`src/cfg_status_pkg.sv`:
```
/*
 * Constants and carrier types for the status word and revision byte
 * of a bus function's configuration space.
 * Assumes the event sources sit on the same clock as the register bank.
 */
//
// Contract
// Parity error seen sets bit 15 always
// Driving system error sets bit 14
// Master abort, not special cycle, sets 13
// Target abort received as master sets 12
// Target abort signalled as target sets 11
// Timing field encodes fast/medium/slow; medium after reset
// Timing bits 10:9 read-only, medium response
// Master parity error needs master, PERR, enable
// Back-to-back capable bit 7 reads zero
// Speed bit 5 reads zero, 33 MHz
// Capability list bit 4 reads one
// Status word at 06h, 16 bits, read-only
// Revision byte at 08h, read-only
// Reserved status bits read zero
package cfg_status_pkg;
    // Register offsets
    localparam logic [7:0] status_offset   = 8'h06;
    localparam logic [7:0] revision_offset = 8'h08;
    // Bit positions in the status word
    localparam int parity_error_seen_pos        = 15;
    localparam int system_error_signalled_pos   = 14;
    localparam int master_abort_received_pos    = 13;
    localparam int target_abort_received_pos    = 12;
    localparam int target_abort_signalled_pos   = 11;
    localparam int timing_hi_pos                = 10;
    localparam int timing_lo_pos                = 9;
    localparam int master_data_parity_error_pos = 8;
    localparam int back_to_back_capable_pos     = 7;
    localparam int double_speed_capable_pos     = 5;
    localparam int capability_list_present_pos  = 4;
    // Timing field encodings
    localparam logic [1:0] timing_fast   = 2'h0;
    localparam logic [1:0] timing_medium = 2'h1;
    localparam logic [1:0] timing_slow   = 2'h2;
    // Fixed capability values
    localparam logic back_to_back_capable_value    = 1'h0;
    localparam logic double_speed_capable_value    = 1'h0;
    localparam logic capability_list_present_value = 1'h1;
    // Revision code; value arbitrary
    localparam logic [7:0] design_revision_default = 8'h5A;
    // Status word after reset: medium timing, capability list present
    localparam logic [15:0] status_reset_value = 16'h0210;
    // Reserved positions of the status word, bits 6 and 3 to 0
    localparam logic [15:0] status_reserved_mask = 16'h004F;

    // Bus events reported by the rest of the function, one-cycle pulses
    typedef struct packed {
        logic parity_error;      // Any parity error detected
        logic serr_driven;       // System error driven
        logic master_abort;      // Own transaction ended in master abort
        logic special_cycle;     // That transaction was a special cycle
        logic target_abort_rx;   // Own transaction ended by target abort
        logic target_abort_tx;   // We ended a transaction as target
        logic perr_as_master;    // PERR driven on read / seen on write
        logic acting_master;     // We were master for that data phase
    } bus_event_type;
endpackage : cfg_status_pkg

```
`src/cfg_status_regs.sv`:
```
/*
 * Status word and revision byte of a configuration space header.
 * Assumes a config read port on the bus clock; event pulses are
 * synchronous to that clock and come from the function's own logic.
 */
`timescale 1ns/1ps
`default_nettype none
module cfg_status_regs #(
    parameter logic [7:0] revision = cfg_status_pkg::design_revision_default
) (
    input  wire logic                         clock,          // Bus clock
    input  wire logic                         rst,            // Sync reset
    input  wire cfg_status_pkg::bus_event_type events,        // Event pulses
    input  wire logic                         parity_response_enable, // Cmd 6
    input  wire logic                         clear_write,    // Config write
    input  wire logic [7:0]                   cfg_addr,       // Byte offset
    input  wire logic                         cfg_read,       // Read strobe
    output logic      [15:0]                  status_word,    // Live status
    output logic      [15:0]                  read_data,      // Read data
    output logic                              read_valid      // Read answer
);
    // Sticky event flags
    logic parity_error_seen, next_parity_error_seen;
    logic system_error_signalled, next_system_error_signalled;
    logic master_abort_received, next_master_abort_received;
    logic target_abort_received, next_target_abort_received;
    logic target_abort_signalled, next_target_abort_signalled;
    logic master_data_parity_error, next_master_data_parity_error;
    logic [15:0] next_status_word;   // Assembled word
    logic [15:0] next_read_data;     // Read mux
    logic        next_read_valid;    // Read answer

    // Flags set on events; writes never clear them (read-only word)
    always_comb begin
        next_parity_error_seen = parity_error_seen
            | events.parity_error;
        next_system_error_signalled = system_error_signalled
            | events.serr_driven;
        next_master_abort_received = master_abort_received
            | (events.master_abort & ~events.special_cycle);
        next_target_abort_received = target_abort_received
            | events.target_abort_rx;
        next_target_abort_signalled = target_abort_signalled
            | events.target_abort_tx;
        next_master_data_parity_error = master_data_parity_error
            | (events.perr_as_master & events.acting_master
               & parity_response_enable);
    end

    // Word assembly; reserved bits stay zero
    always_comb begin
        next_status_word = 16'h0000;
        next_status_word[cfg_status_pkg::parity_error_seen_pos] =
            next_parity_error_seen;
        next_status_word[cfg_status_pkg::system_error_signalled_pos] =
            next_system_error_signalled;
        next_status_word[cfg_status_pkg::master_abort_received_pos] =
            next_master_abort_received;
        next_status_word[cfg_status_pkg::target_abort_received_pos] =
            next_target_abort_received;
        next_status_word[cfg_status_pkg::target_abort_signalled_pos] =
            next_target_abort_signalled;
        next_status_word[cfg_status_pkg::timing_hi_pos:
                         cfg_status_pkg::timing_lo_pos] =
            cfg_status_pkg::timing_medium;
        next_status_word[cfg_status_pkg::master_data_parity_error_pos] =
            next_master_data_parity_error;
        next_status_word[cfg_status_pkg::back_to_back_capable_pos] =
            cfg_status_pkg::back_to_back_capable_value;
        next_status_word[cfg_status_pkg::double_speed_capable_pos] =
            cfg_status_pkg::double_speed_capable_value;
        next_status_word[cfg_status_pkg::capability_list_present_pos] =
            cfg_status_pkg::capability_list_present_value;
    end

    // Read decode; unmapped offsets return zero
    always_comb begin
        next_read_valid = cfg_read;
        next_read_data  = 16'h0000;
        if (cfg_read) begin
            unique case (cfg_addr)
                cfg_status_pkg::status_offset:   begin
                    next_read_data = next_status_word;
                end
                cfg_status_pkg::revision_offset: begin
                    next_read_data = {8'h00, revision};
                end
                default: begin
                    next_read_data = 16'h0000;
                end
            endcase
        end
    end

    // Register everything
    always_ff @(posedge clock) begin
        if (rst) begin
            parity_error_seen        <= 1'h0;
            system_error_signalled   <= 1'h0;
            master_abort_received    <= 1'h0;
            target_abort_received    <= 1'h0;
            target_abort_signalled   <= 1'h0;
            master_data_parity_error <= 1'h0;
            status_word              <= cfg_status_pkg::status_reset_value;
            read_data                <= 16'h0000;
            read_valid               <= 1'h0;
        end else begin
            parity_error_seen        <= next_parity_error_seen;
            system_error_signalled   <= next_system_error_signalled;
            master_abort_received    <= next_master_abort_received;
            target_abort_received    <= next_target_abort_received;
            target_abort_signalled   <= next_target_abort_signalled;
            master_data_parity_error <= next_master_data_parity_error;
            status_word              <= next_status_word;
            read_data                <= next_read_data;
            read_valid               <= next_read_valid;
        end
    end
endmodule : cfg_status_regs
`default_nettype wire

```
`config.mk`:
```
export PLATFORM = sky130hd
export DESIGN_NAME = cfg_status_regs
export DESIGN_NICKNAME = d
export VERILOG_FILES = /design/src/cfg_status_pkg.sv /design/src/cfg_status_regs.sv
export SDC_FILE = /design/constraint.sdc
export NUM_CORES = 1
export LEC_CHECK = 0
export ABC_CLOCK_PERIOD_IN_PS = 3000
export BUFFER_PORTS_ARGS = -buffer_cell sky130_fd_sc_hd__buf_2
export CAP_MARGIN = 30
export CORE_MARGIN = 1
export CORE_UTILIZATION = 41
export CTS_CLUSTER_DIAMETER = 120
export DETAILED_ROUTE_END_ITERATION = 10
export PLACE_DENSITY = 0.82
export SLEW_MARGIN = 0
export SYNTH_ARGS = -nofsm -noshare
export SYNTH_HDL_FRONTEND = slang
export SYNTH_SLANG_ARGS = --single-unit
export TNS_END_PERCENT = 20
```
`constraint.sdc`:
```
create_clock -name clock -period 3 [get_ports clock]
set_input_delay 0.3 -clock clock [delete_from_list [all_inputs] [get_ports clock]]
set_output_delay 0.3 -clock clock [all_outputs]
set_load 0.05 [all_outputs]
```
Word-level counts from Yosys, hierarchy flattened
Index checks and enable logic that the tools add are counted.
{"block": "word_totals", "register_bits": 39, "in_bits": 21, "output_inout_bits": 33, "word_cells": 25}
{"block": "op_classes", "n_eq_ne": 2, "n_mux": 1, "bitwise": 11, "n_reduce_logical": 1}
{"op": "case mux 16 bit (2 select lines)", "count": 1}
{"op": "== test 8 x 3 -> 1 bit (second input constant)", "count": 1}
{"op": "== test 8 x 4 -> 1 bit (second input constant)", "count": 1}
{"op": "OR 1 bit", "count": 6}
{"op": "AND 1 bit", "count": 3}
{"op": "inverter 1 bit", "count": 2}
{"op": "OR reduction 2 bit", "count": 1}

Logic depth before layout (Yosys ltp)
Gate-level depths: netlist of run 1.
{"block": "logic_depth", "depth_word": 4, "depth_mapped": 3, "mapped_depth_nobuf": 2}

Least setup slack after synthesis of run 1
OpenSTA, ideal clock, no wires.
{"block": "synth_path", "path_kind": "input -> register", "start": "input cfg_addr[0]", "end": "register read_data[13]", "setup_ns": 0.100, "arrival_time_ns": 1.204, "t_required_ns": 2.900, "setup_slack_ns": 1.697, "path_stages": 3, "n_path_buf": 1, "path_cell_list": "or4_4 -> buf_6 -> a2111oi_4"}
{"block": "synth_between", "elab_chain_len": 2, "elab_cells_between_ends": 3, "classes_between": "2 x eq/ne; 1 x mux"}
{"element": "from (decl)", "line_no": "cfg_status_regs.sv:16", "source": "input wire logic [7:0] cfg_addr,"}
{"element": "== test 8 x 4 -> 1 bit or == test 8 x 3 -> 1 bit (tied branches)", "line_no": "cfg_status_regs.sv:81", "source": "unique case (cfg_addr)"}
{"element": "case mux 16 bit (2 select lines) *", "line_no": "cfg_status_regs.sv:81"}
{"element": "to (signal assigned)", "line_no": "cfg_status_regs.sv:115", "source": "read_data <= next_read_data;"}
{"element": "to (decl)", "line_no": "cfg_status_regs.sv:19", "source": "output logic [15:0] read_data,"}
Mark *: on every way between the ends. The rest lies on a longest branch, timed or not.
A chain may end at the register's enable or synchronous reset.

Worst setup path after layout of run 1
{"block": "layout_path", "start": "input rst", "end": "register read_data[13]"}
{"block": "layout_between", "elab_chain_len": 1}
{"element": "from (decl)", "line_no": "cfg_status_regs.sv:12", "source": "input wire logic rst,"}
{"element": "OR reduction 2 bit (no source line)"}
No other way between the ends.

==> results of run 1 <==
## final timing paths
path              startpoint              end  cells past startpoint
min reg2reg  status_word[11]  status_word[11]                      2
min                events[2]  status_word[11]                      3
max reg2reg  status_word[13]    read_data[13]                      2
max                      rst    read_data[13]                      3
## per-layer routing
layer  vias up  part of all wire  track usage
li1        249                 -            -
met1       216              0.44        0.143
met2        36              0.45        0.197
met3         2              0.10       0.0245
met4         0            0.0053       0.0727
met5         -                 0            0
## layout make-up
cell class	count	area, um^2
Clock buffer	3	22.5
Fill cell	153	767
Inverter	1	3.75
Multi-Input combinational cell	41	258
Sequential cell	16	320
Tap cell	16	20.0
Timing Repair Buffer	37	185
## stage by stage
| step | total power, mW | instance area [um^2] | std cells | setup slack [ns] | util |
|---|---|---|---|---|---|
| 3_5_place_dp | 0.326 | 787 | 111 | 1.48 | 0.499 |
| 6_report | 0.426 | 810 | 114 | 1.76 | 0.513 |
| 5_1_grt | 0.444 | 810 | 114 | 1.71 | 0.513 |
| 4_1_cts | 0.429 | 810 | 114 | 1.78 | 0.513 |
| 3_3_place_gp | 0.324 | 787 | 111 | 1.51 | 0.499 |
| 2_1_floorplan | 0.328 | 773 | 83 | 1.70 | - |
## cells in the final DEF, fill, tap and decap left out, drive strengths merged
cell	count
dfxtp	16
a211oi	1
a2111oi	1
nor2b	1
nand2b	1
nor4	5
inv	1
nand3b	1
or4	1
clkbuf	3
nor3	2
a21oi	1
or3b	2
buf	37
a31oi	1
conb	15
nor2	9
## critical path, stage by stage
cell	delay, ns
buf_2	0.15
or3b_1	0.59
a2111oi_4	0.37
## flip-flops by register name, indices dropped and copies added, names as in the netlist
name and flops:
read_data 9, read_valid 1, status_word 6
## power groups by stage
| stage | registers (mW) | clock network (mW) | logic (mW) |
|---|---|---|---|
| CTS | 0.221 | 0.108 | 0.0999 |
| finish | 0.221 | 0.105 | 0.100 |
| global route | 0.222 | 0.117 | 0.105 |
| global placement | 0.226 | 0 | 0.0986 |
| detailed placement | 0.226 | 0 | 0.0999 |
| floorplan | 0.229 | 0 | 0.0997 |
## logic make-up (layout without fill, tap and decap cells)
family,Yosys count,count (layout),synth area share
DFF,16,16,0.442
AOI/OAI and AO/OA,4,4,0.0639
and+or+nand+nor,22,22,0.214
other,2,15,0.0104
buffers and inverters,26,41,0.269
==> summary.txt, run 1 <==
Floorplanning
  – Die Ht: 44.0 um
  – Initial core utilization: 0.460
  – I/O Pins: 54
  – Core Region: 1580 um^2
  – Die X: 44.0 um
  – # rows: 14
  – Die Area: 1940 um^2

Clocking
  – Worst-Skew Late Latency: 0.27 ns
  – # H-tree levels: 1
  – Root buf cell: clkbuf_4
  – CTS Sinks: 16
  – Post-CTS Hold Buffers: 0
  – Post-CTS Repair Setup Buffers: 0
  – Post-cts resize count: 0
  – CTS Buf Count: 3
  – Reg clk slew, reported paths: 0.08 ns
  – CTS tree: yes
  – CTS max path bufs: 2

STA
  – WHS: 0.252 ns
  – Final period util: 0.414
  – Unrepaired setup endpoints after global routing: false
  – Setup TNS: 0 ns
  – Worst slew pin tran: 0.547 ns
  – Period minus WS final: 1.24 ns
  – Final Hold Fails: 0
  – Max-slew violation count: 0
  – Final setup skew: 0.000478 ns
  – Relative slew slack: 0.634
  – Final setup viols: 0
  – F_max: 0.806 GHz

Pwr
  – Power Density: 527 nW/um^2
  – P_leak: 0.399 nW
  – P_int: 0.283 mW
  – Reg power frac: 0.518
  – Sw Share: 0.336
  – Clock share of power: 0.247
  – Psw: 0.143 mW
  – VDD IR max: 0.223 mV
  – Gate power share: 0.235

Yosys
  – Post-synth EDFFs: 0
  – Post-synth cell types: 18
  – Synth area leaders: dfxtp_1, buf_4, nor4_2
  – Syn Area/Cell: 10.3 um^2
  – Mapped Cells: 70
  – Yosys top cell area share: 0.442
  – Async SR Flop Fraction: 0
  – Seq/Total Area, Yosys: 0.442
  – Cell with the most instances after synthesis: buf_4
  – YS warnings: 0
  – Commonest cells in the netlist: buf_4, dfxtp_1, nor2_1
  – Dominant synthesized flop cell: dfxtp_1
  – Biggest area consumer among synthesized cells: dfxtp_1
  – FF+latch count, synth: 16
  – Post-Syn Area: 724 um^2

Critical path
  – WS Path Type: input pin to register
  – Critical path startpoint category: input pin
  – Arrival time worst endpoint: 1.42 ns
  – Worst path required time: 3.18 ns
  – Endpoint class of the critical path: register
  – Reg2reg setup slack: 2.24 ns
  – Max FO, Critical Path: 9

Route
  – Pre-antenna DRT Iters: 7
  – Wire length per cell: 9.89 um
  – DRT Wirelength: 1130 um
  – DR vias: 503
  – Via/cell ratio: 4.41
  – Antenna viol nets, final: 0
  – DRT iter0 DRCs: 9
  – # DRC: 4

Placed design
  – Port bufs: 37
  – Placer Congestion: 0.657
  – HPWL after DPL: 869 um

Global route
  – Remaining Overflow, GRT: 0
  – Global-route usage over all layers: 0.120
  – Global-route wire length before repair: 1650 um
  – Vias in the first global route: 390
  – Largest net degree at the start of global routing: 10
  – Initial antenna violation count: 0

Final layout
  – Share of cells above drive strength 1: 0.490
  – Area growth, synth to finish: 11.7%
  – Final Net Count: 121
  – Ant diodes: 0

Run
  – Max Cap Viol: 0

Min path
  – Min-Delay Path Class: input pin to register

Status
  – Status: finished with violations
  – Failing checks: DRC
Power figures use the tool's default switching activity.
==> run 2: changes to the inputs <==
ABC_CLOCK_PERIOD_IN_PS = 1300   (was 3000)
CORE_UTILIZATION = 38   (was 41)
PLACE_DENSITY = 0.76   (was 0.82)
clock period = 1.3 ns   (was 3 ns; I/O delays follow)
==> run 2 against run 1 <==
Effect of this change:
- the run now ends clean
- global-route usage down 0.28 points
- clock power grew to 3.0 times the previous value
- non-clock buffer count grew 2
- first-iteration DRC count is 78% lower
- combinational power rose by 130%
- critical path depth down 2
- highest routed layer is now met3
- clock-buffer cell count is 1 higher
- critical path type is now register to output pin
- wire length is 1.1% higher
==> summary.txt, run 2 (same netlist as run 1, synthesis figures left out) <==
Status
  – Status: completed

Critical path
  – Critical path startpoint category: register
  – WS Path Type: register to output pin
  – Max FO, Critical Path: 2 (-7)
  – CP cell instances: buf_2
  – Delay-heaviest family, CP: flip-flops
  – Endpoint class of the critical path: output pin
  – Worst path required time: 1.17 ns (-2.01 ns)
  – Largest stage delay, worst path: 0.35 ns (-0.24 ns)
  – WP buf/inv: 1 (unchanged)
  – Arrival time worst endpoint: 0.90 ns (-0.52 ns)
  – Slowest cell on crit path: dfxtp_1

Global route
  – Global-route wire length before repair: 1700 um (+3.3%)
  – Global-route usage over all layers: 0.117 (-0.00283)
  – Largest net degree at the start of global routing: 10 (unchanged)
  – Vias in the first global route: 438 (+12%)
  – Remaining Overflow, GRT: 0 (unchanged)
  – Initial antenna violation count: 0 (unchanged)

STA
  – Final Hold Fails: 0 (unchanged)
  – Period minus WS final: 1.03 ns
  – Final setup viols: 0 (unchanged)
  – Relative slew slack: 0.658 (+0.0232)
  – WHS: 0.0790 ns (-0.173 ns)
  – Final setup skew: 0.000246 ns (-0.000232 ns)
  – F_max: 0.975 GHz
  – Final period util: 0.789
  – Setup TNS: 0 ns (unchanged)
  – Unrepaired setup endpoints after global routing: false
  – Worst slew pin tran: 0.512 ns (-0.0348 ns)
  – Max-slew violation count: 0 (unchanged)

Min path
  – Min-Delay Path Class: input pin to register

Route
  – # DRC: 0 (-4)
  – DRT iter0 DRCs: 2 (-7)
  – Pre-antenna DRT Iters: 3 (-4)
  – Wire length per cell: 9.05 um (-8.6%)
  – Via/cell ratio: 4.13 (-6.3%)
  – DR vias: 521 (+3.6%)
  – DRT Wirelength: 1140 um (+1.1%)
  – Antenna viol nets, final: 0 (unchanged)

Floorplanning
  – I/O Pins: 54 (unchanged)
  – # rows: 15 (+1)
  – Die Ht: 45.7 um (+3.7%)
  – Die Area: 2080 um^2 (+7.5%)
  – Core Region: 1760 um^2 (+12%)
  – Initial core utilization: 0.411 (-0.0489)
  – Die X: 45.7 um (+3.7%)

Clocking
  – Reg clk slew, reported paths: 0.09 ns (about the same)
  – # H-tree levels: 1 (unchanged)
  – CTS tree: yes
  – Worst-Skew Late Latency: 0.27 ns (about the same)
  – Root buf cell: clkbuf_4
  – CTS Buf Count: 3 (unchanged)
  – CTS Sinks: 16 (unchanged)
  – Post-CTS Repair Setup Buffers: 0 (unchanged)
  – CTS max path bufs: 2 (unchanged)
  – Post-cts resize count: 0 (unchanged)
  – Post-CTS Hold Buffers: 0 (unchanged)

Final layout
  – Area growth, synth to finish: 17.3%
  – Most frequent cells in the layout: buf_2, dfxtp_1, conb_1
  – Largest register FFs: 9 (unchanged)
  – Share of cells above drive strength 1: 0.505 (+0.0152)
  – Largest Register: read_data
  – Largest regs: read_data (9), status_word (6), read_valid (1)
  – Final Net Count: 123 (+1.7%)
  – Final instance area: 850 um^2 (+4.9%)
  – Leading cell type in the layout, fill and taps excluded: buf_2
  – Fin util: 0.482 (-0.0319)
  – Ant diodes: 0 (unchanged)

Pwr
  – Reg power frac: 0.484 (-0.034)
  – VDD IR max: 0.500 mV (+120%)
  – Gate power share: 0.221 (-0.014)
  – P_leak: 0.415 nW (+4.1%)
  – Clock share of power: 0.295 (+0.048)
  – Power Density: 1240 nW/um^2 (+140%)
  – P_int: 0.720 mW (+150%)
  – Pwr Total: 1.05 mW (+150%)
  – Psw: 0.334 mW (+130%)
  – Sw Share: 0.317 (-0.0187)

Placed design
  – Placer Congestion: 0.656 (-0.26%)
  – Port bufs: 37 (unchanged)
  – Placed cell areas: 813 um^2 (+3.3%)
  – HPWL after DPL: 931 um (+7.1%)

Run
  – Max Cap Viol: 0 (unchanged)
## run 2: changes by cell type in the layout (fill, tap and decap cells not counted)
cell      previous run  this run
buf_4                0         2
clkbuf_8             0         1
## run 2: power by group through the flow
stage	clock network [mW]	logic, mW	registers, mW
finish	0.311	0.233	0.510
global route	0.345	0.248	0.512
CTS	0.323	0.235	0.510
detailed placement	0	0.235	0.522
global placement	0	0.232	0.521
floorplan	0	0.230	0.528
## run 2: layer usage
layer,wire [um],up-vias,track usage,part of all wire
met2,566,38,0.220,0.50
met3,135,0,0.0238,0.12
met1,438,227,0.122,0.38
met5,0,-,0,0
li1,-,256,-,-
met4,0,0,0.0545,0
## run 2: area by class of cell
| type | count | area [um^2] |
|---|---|---|
| clock buffers | 4 | 36.3 |
| fillers | 200 | 915 |
| inverters | 1 | 3.75 |
| multi-input cells | 41 | 258 |
| flip-flops and latches | 16 | 320 |
| well taps | 25 | 31.3 |
| repair buffers | 39 | 200 |
## run 2: worst paths after layout
path / start / to / slack (ns) / cells after the start
min: events[2] / status_word[11] / 0.08 / 3
min reg2reg: status_word[15] / status_word[15] / 0.49 / 2
max reg2reg: status_word[13] / read_data[13] / 0.54 / 2
max: status_word[8] / status_word[8] / 0.27 / 1
## run 2: through the flow
stage,worst slack (ns),std cells
CTS,0.269,126
global route,0.218,126
global placement,0.0538,122
floorplan,0.167,83
detailed placement,0.0351,122
finish,0.274,126
==> run 3: changes to the inputs <==
ABC_CLOCK_PERIOD_IN_PS = 1100   (was 1300)
clock period = 1.1 ns   (was 1.3 ns; I/O delays follow)
==> run 3 against run 2 <==
Effect of this change:
- register-to-register slack worse by 0.23 ns
- total power up 19%
- worst setup slack worse by 0.17 ns
- non-clock buffer count up 1
- first-iteration DRC count down 50%
- combinational power up 20%
- die area unchanged
- critical path type unchanged
- largest cell class unchanged
==> summary.txt, run 3 (same netlist as run 1, synthesis figures left out) <==
Status
  – Status: completed

Final layout
  – Share of cells above drive strength 1: 0.510 (+0.00485)
  – Fillers: 187 (-6.5%)
  – Area growth, synth to finish: 18.3%
  – Sequential cell area: 320 um^2 (unchanged)
  – Largest register FFs: 9 (unchanged)
  – Footprint of the multi-input gates: 258 um^2 (unchanged)
  – Ant diodes: 0 (unchanged)
  – Largest regs: read_data (9), status_word (6), read_valid (1)
  – Leading cell type in the layout, fill and taps excluded: buf_2
  – Most frequent cells in the layout: buf_2, dfxtp_1, conb_1
  – Final Net Count: 124 (+0.81%)
  – Largest Register: read_data

Critical path
  – Endpoint class of the critical path: output pin
  – Max FO, Critical Path: 3 (+1)
  – Reg2reg path depth: 2 (unchanged)
  – WS Path Type: register to output pin
  – Critical path startpoint category: register
  – Worst path required time: 0.99 ns (-0.18 ns)
  – WP buf/inv: 1 (unchanged)
  – Crit path launch: read_data[6]
  – Reg2reg setup slack: 0.31 ns (-0.23 ns)
  – Worst reg2reg endpoint: read_data[13]
  – CP cell instances: buf_2
  – R2r startpoint: status_word[13]
  – Slowest cell on crit path: dfxtp_1
  – Arrival time worst endpoint: 0.88 ns (-0.02 ns)
  – Delay-heaviest family, CP: flip-flops
  – Largest stage delay, worst path: 0.34 ns (about the same)

Route
  – # DRC: 0 (unchanged)
  – DR vias: 535 (+2.7%)
  – Wire length per cell: 9.29 um (+2.7%)
  – DRT iter0 DRCs: 1 (-1)
  – Max layer used: met3
  – Met3 WL: 100 um (-26%)
  – DRT met1 WL: 463 um (+5.7%)
  – Via/cell ratio: 4.21 (+1.9%)
  – Metal2 WL: 616 um (+8.8%)
  – DRT Wirelength: 1180 um (+3.5%)
  – Pre-antenna DRT Iters: 3 (unchanged)
  – Antenna viol nets, final: 0 (unchanged)

Global route
  – Largest net degree at the start of global routing: 10 (unchanged)
  – Vias in the first global route: 449 (+2.5%)
  – Remaining Overflow, GRT: 0 (unchanged)
  – Global-route usage over all layers: 0.120 (+0.00320)
  – Global-route wire length before repair: 1760 um (+3.2%)
  – Initial antenna violation count: 0 (unchanged)

STA
  – Final Hold Fails: 0 (unchanged)
  – WHS: 0.0576 ns (-0.0214 ns)
  – Final period util: 0.903
  – Final setup skew: 0.000261 ns (+0.0000147 ns)
  – Worst Slack Setup Final: 0.107 ns (-0.167 ns)
  – Unrepaired setup endpoints after global routing: false
  – Final setup viols: 0 (unchanged)
  – F_max: 1.01 GHz
  – Period minus WS final: 0.993 ns
  – Max-slew violation count: 0 (unchanged)

Placed design
  – Placer Congestion: 0.648 (-1.2%)
  – Port bufs: 37 (unchanged)
  – Setup WS pre-CTS: -0.109 ns (-0.144 ns)
  – HPWL after DPL: 951 um (+2.1%)

Min path
  – Hold endpoint: status_word[15]
  – Hold Path Depth: 3 (unchanged)
  – HP Start: events[7]
  – Min-Delay Path Class: input pin to register

Clocking
  – Worst-Skew Late Latency: 0.28 ns (about the same)
  – Post-CTS Repair Setup Buffers: 0 (unchanged)
  – CTS tree: yes
  – CTS Sinks: 16 (unchanged)
  – Reg clk slew, reported paths: 0.09 ns (about the same)
  – # H-tree levels: 1 (unchanged)
  – CTS Buf Count: 3 (unchanged)
  – Post-CTS Hold Buffers: 0 (unchanged)
  – Root buf cell: clkbuf_4
  – Post-cts resize count: 0 (unchanged)
  – CTS max path bufs: 2 (unchanged)

Pwr
  – Sw Share: 0.320 (+0.00285)
  – VDD IR max: 0.558 mV (+12%)
  – Gate power share: 0.223 (+0.002)
  – P_leak: 0.420 nW (+1.0%)
  – Clock share of power: 0.297 (+0.002)
  – P_int: 0.853 mW (+19%)
  – Power Density: 1460 nW/um^2 (+18%)
  – Reg power frac: 0.481 (-0.003)
  – Psw: 0.401 mW (+20%)

Floorplanning
  – # rows: 15 (unchanged)
  – I/O Pins: 54 (unchanged)
  – Core Region: 1760 um^2 (unchanged)
  – Die Ht: 45.7 um (unchanged)
  – Initial core utilization: 0.411 (unchanged)
  – Die Area: 2080 um^2 (unchanged)
  – Die X: 45.7 um (unchanged)

Run
  – Max Cap Viol: 0 (unchanged)
-- run 3: area by class of cell --
cell class / instances / share of cell area
Sequential cell: 16 / 0.374
Multi-Input combinational cell: 41 / 0.301
Timing Repair Buffer: 40 / 0.242
Clock buffer: 4 / 0.0423
Tap cell: 25 / 0.0365
Inverter: 1 / 0.00438
-- run 3: stage by stage --
step                TNS (ns)  power, mW  area [um^2]   util  std cells
finish                     0       1.25          857  0.486        127
global placement      -0.398      0.892          821  0.465        123
global route               0       1.31          857  0.486        127
detailed placement    -0.583      0.896          821  0.465        123
floorplan                  0      0.896          773      -         83
CTS                        0       1.27          857  0.486        127
-- run 3: power by group through the flow --
stage	Sequential [mW]	Combinational, mW	Clock [mW]
floorplan	0.624	0.272	0
finish	0.603	0.279	0.372
global route	0.605	0.294	0.415
detailed placement	0.616	0.279	0
global placement	0.616	0.276	0
CTS	0.603	0.280	0.389
-- run 3: worst max path at each step --
stage | to | slack [ns] | cells past startpoint
floorplan | read_data[11] | 0.02 | 3
global placement | read_data[14] | -0.07 | 3
detailed placement | read_data[15] | -0.11 | 3
CTS | read_data[6] | 0.08 | 1
global route | read_data[1] | 0.04 | 1
finish | read_data[6] | 0.11 | 1
-- run 3: worst reg2reg max path, cell delays in order (launching register included) --
cell and delay (ns):
dfxtp_1 0.33, inv_1 0.07, a2111oi_4 0.29
-- run 3: per-layer routing --
| metal | vias up | global-route usage |
|---|---|---|
| li1 | 257 | - |
| met1 | 244 | 0.121 |
| met2 | 34 | 0.223 |
| met3 | 0 | 0.0238 |
| met4 | 0 | 0.0727 |
| met5 | - | 0 |
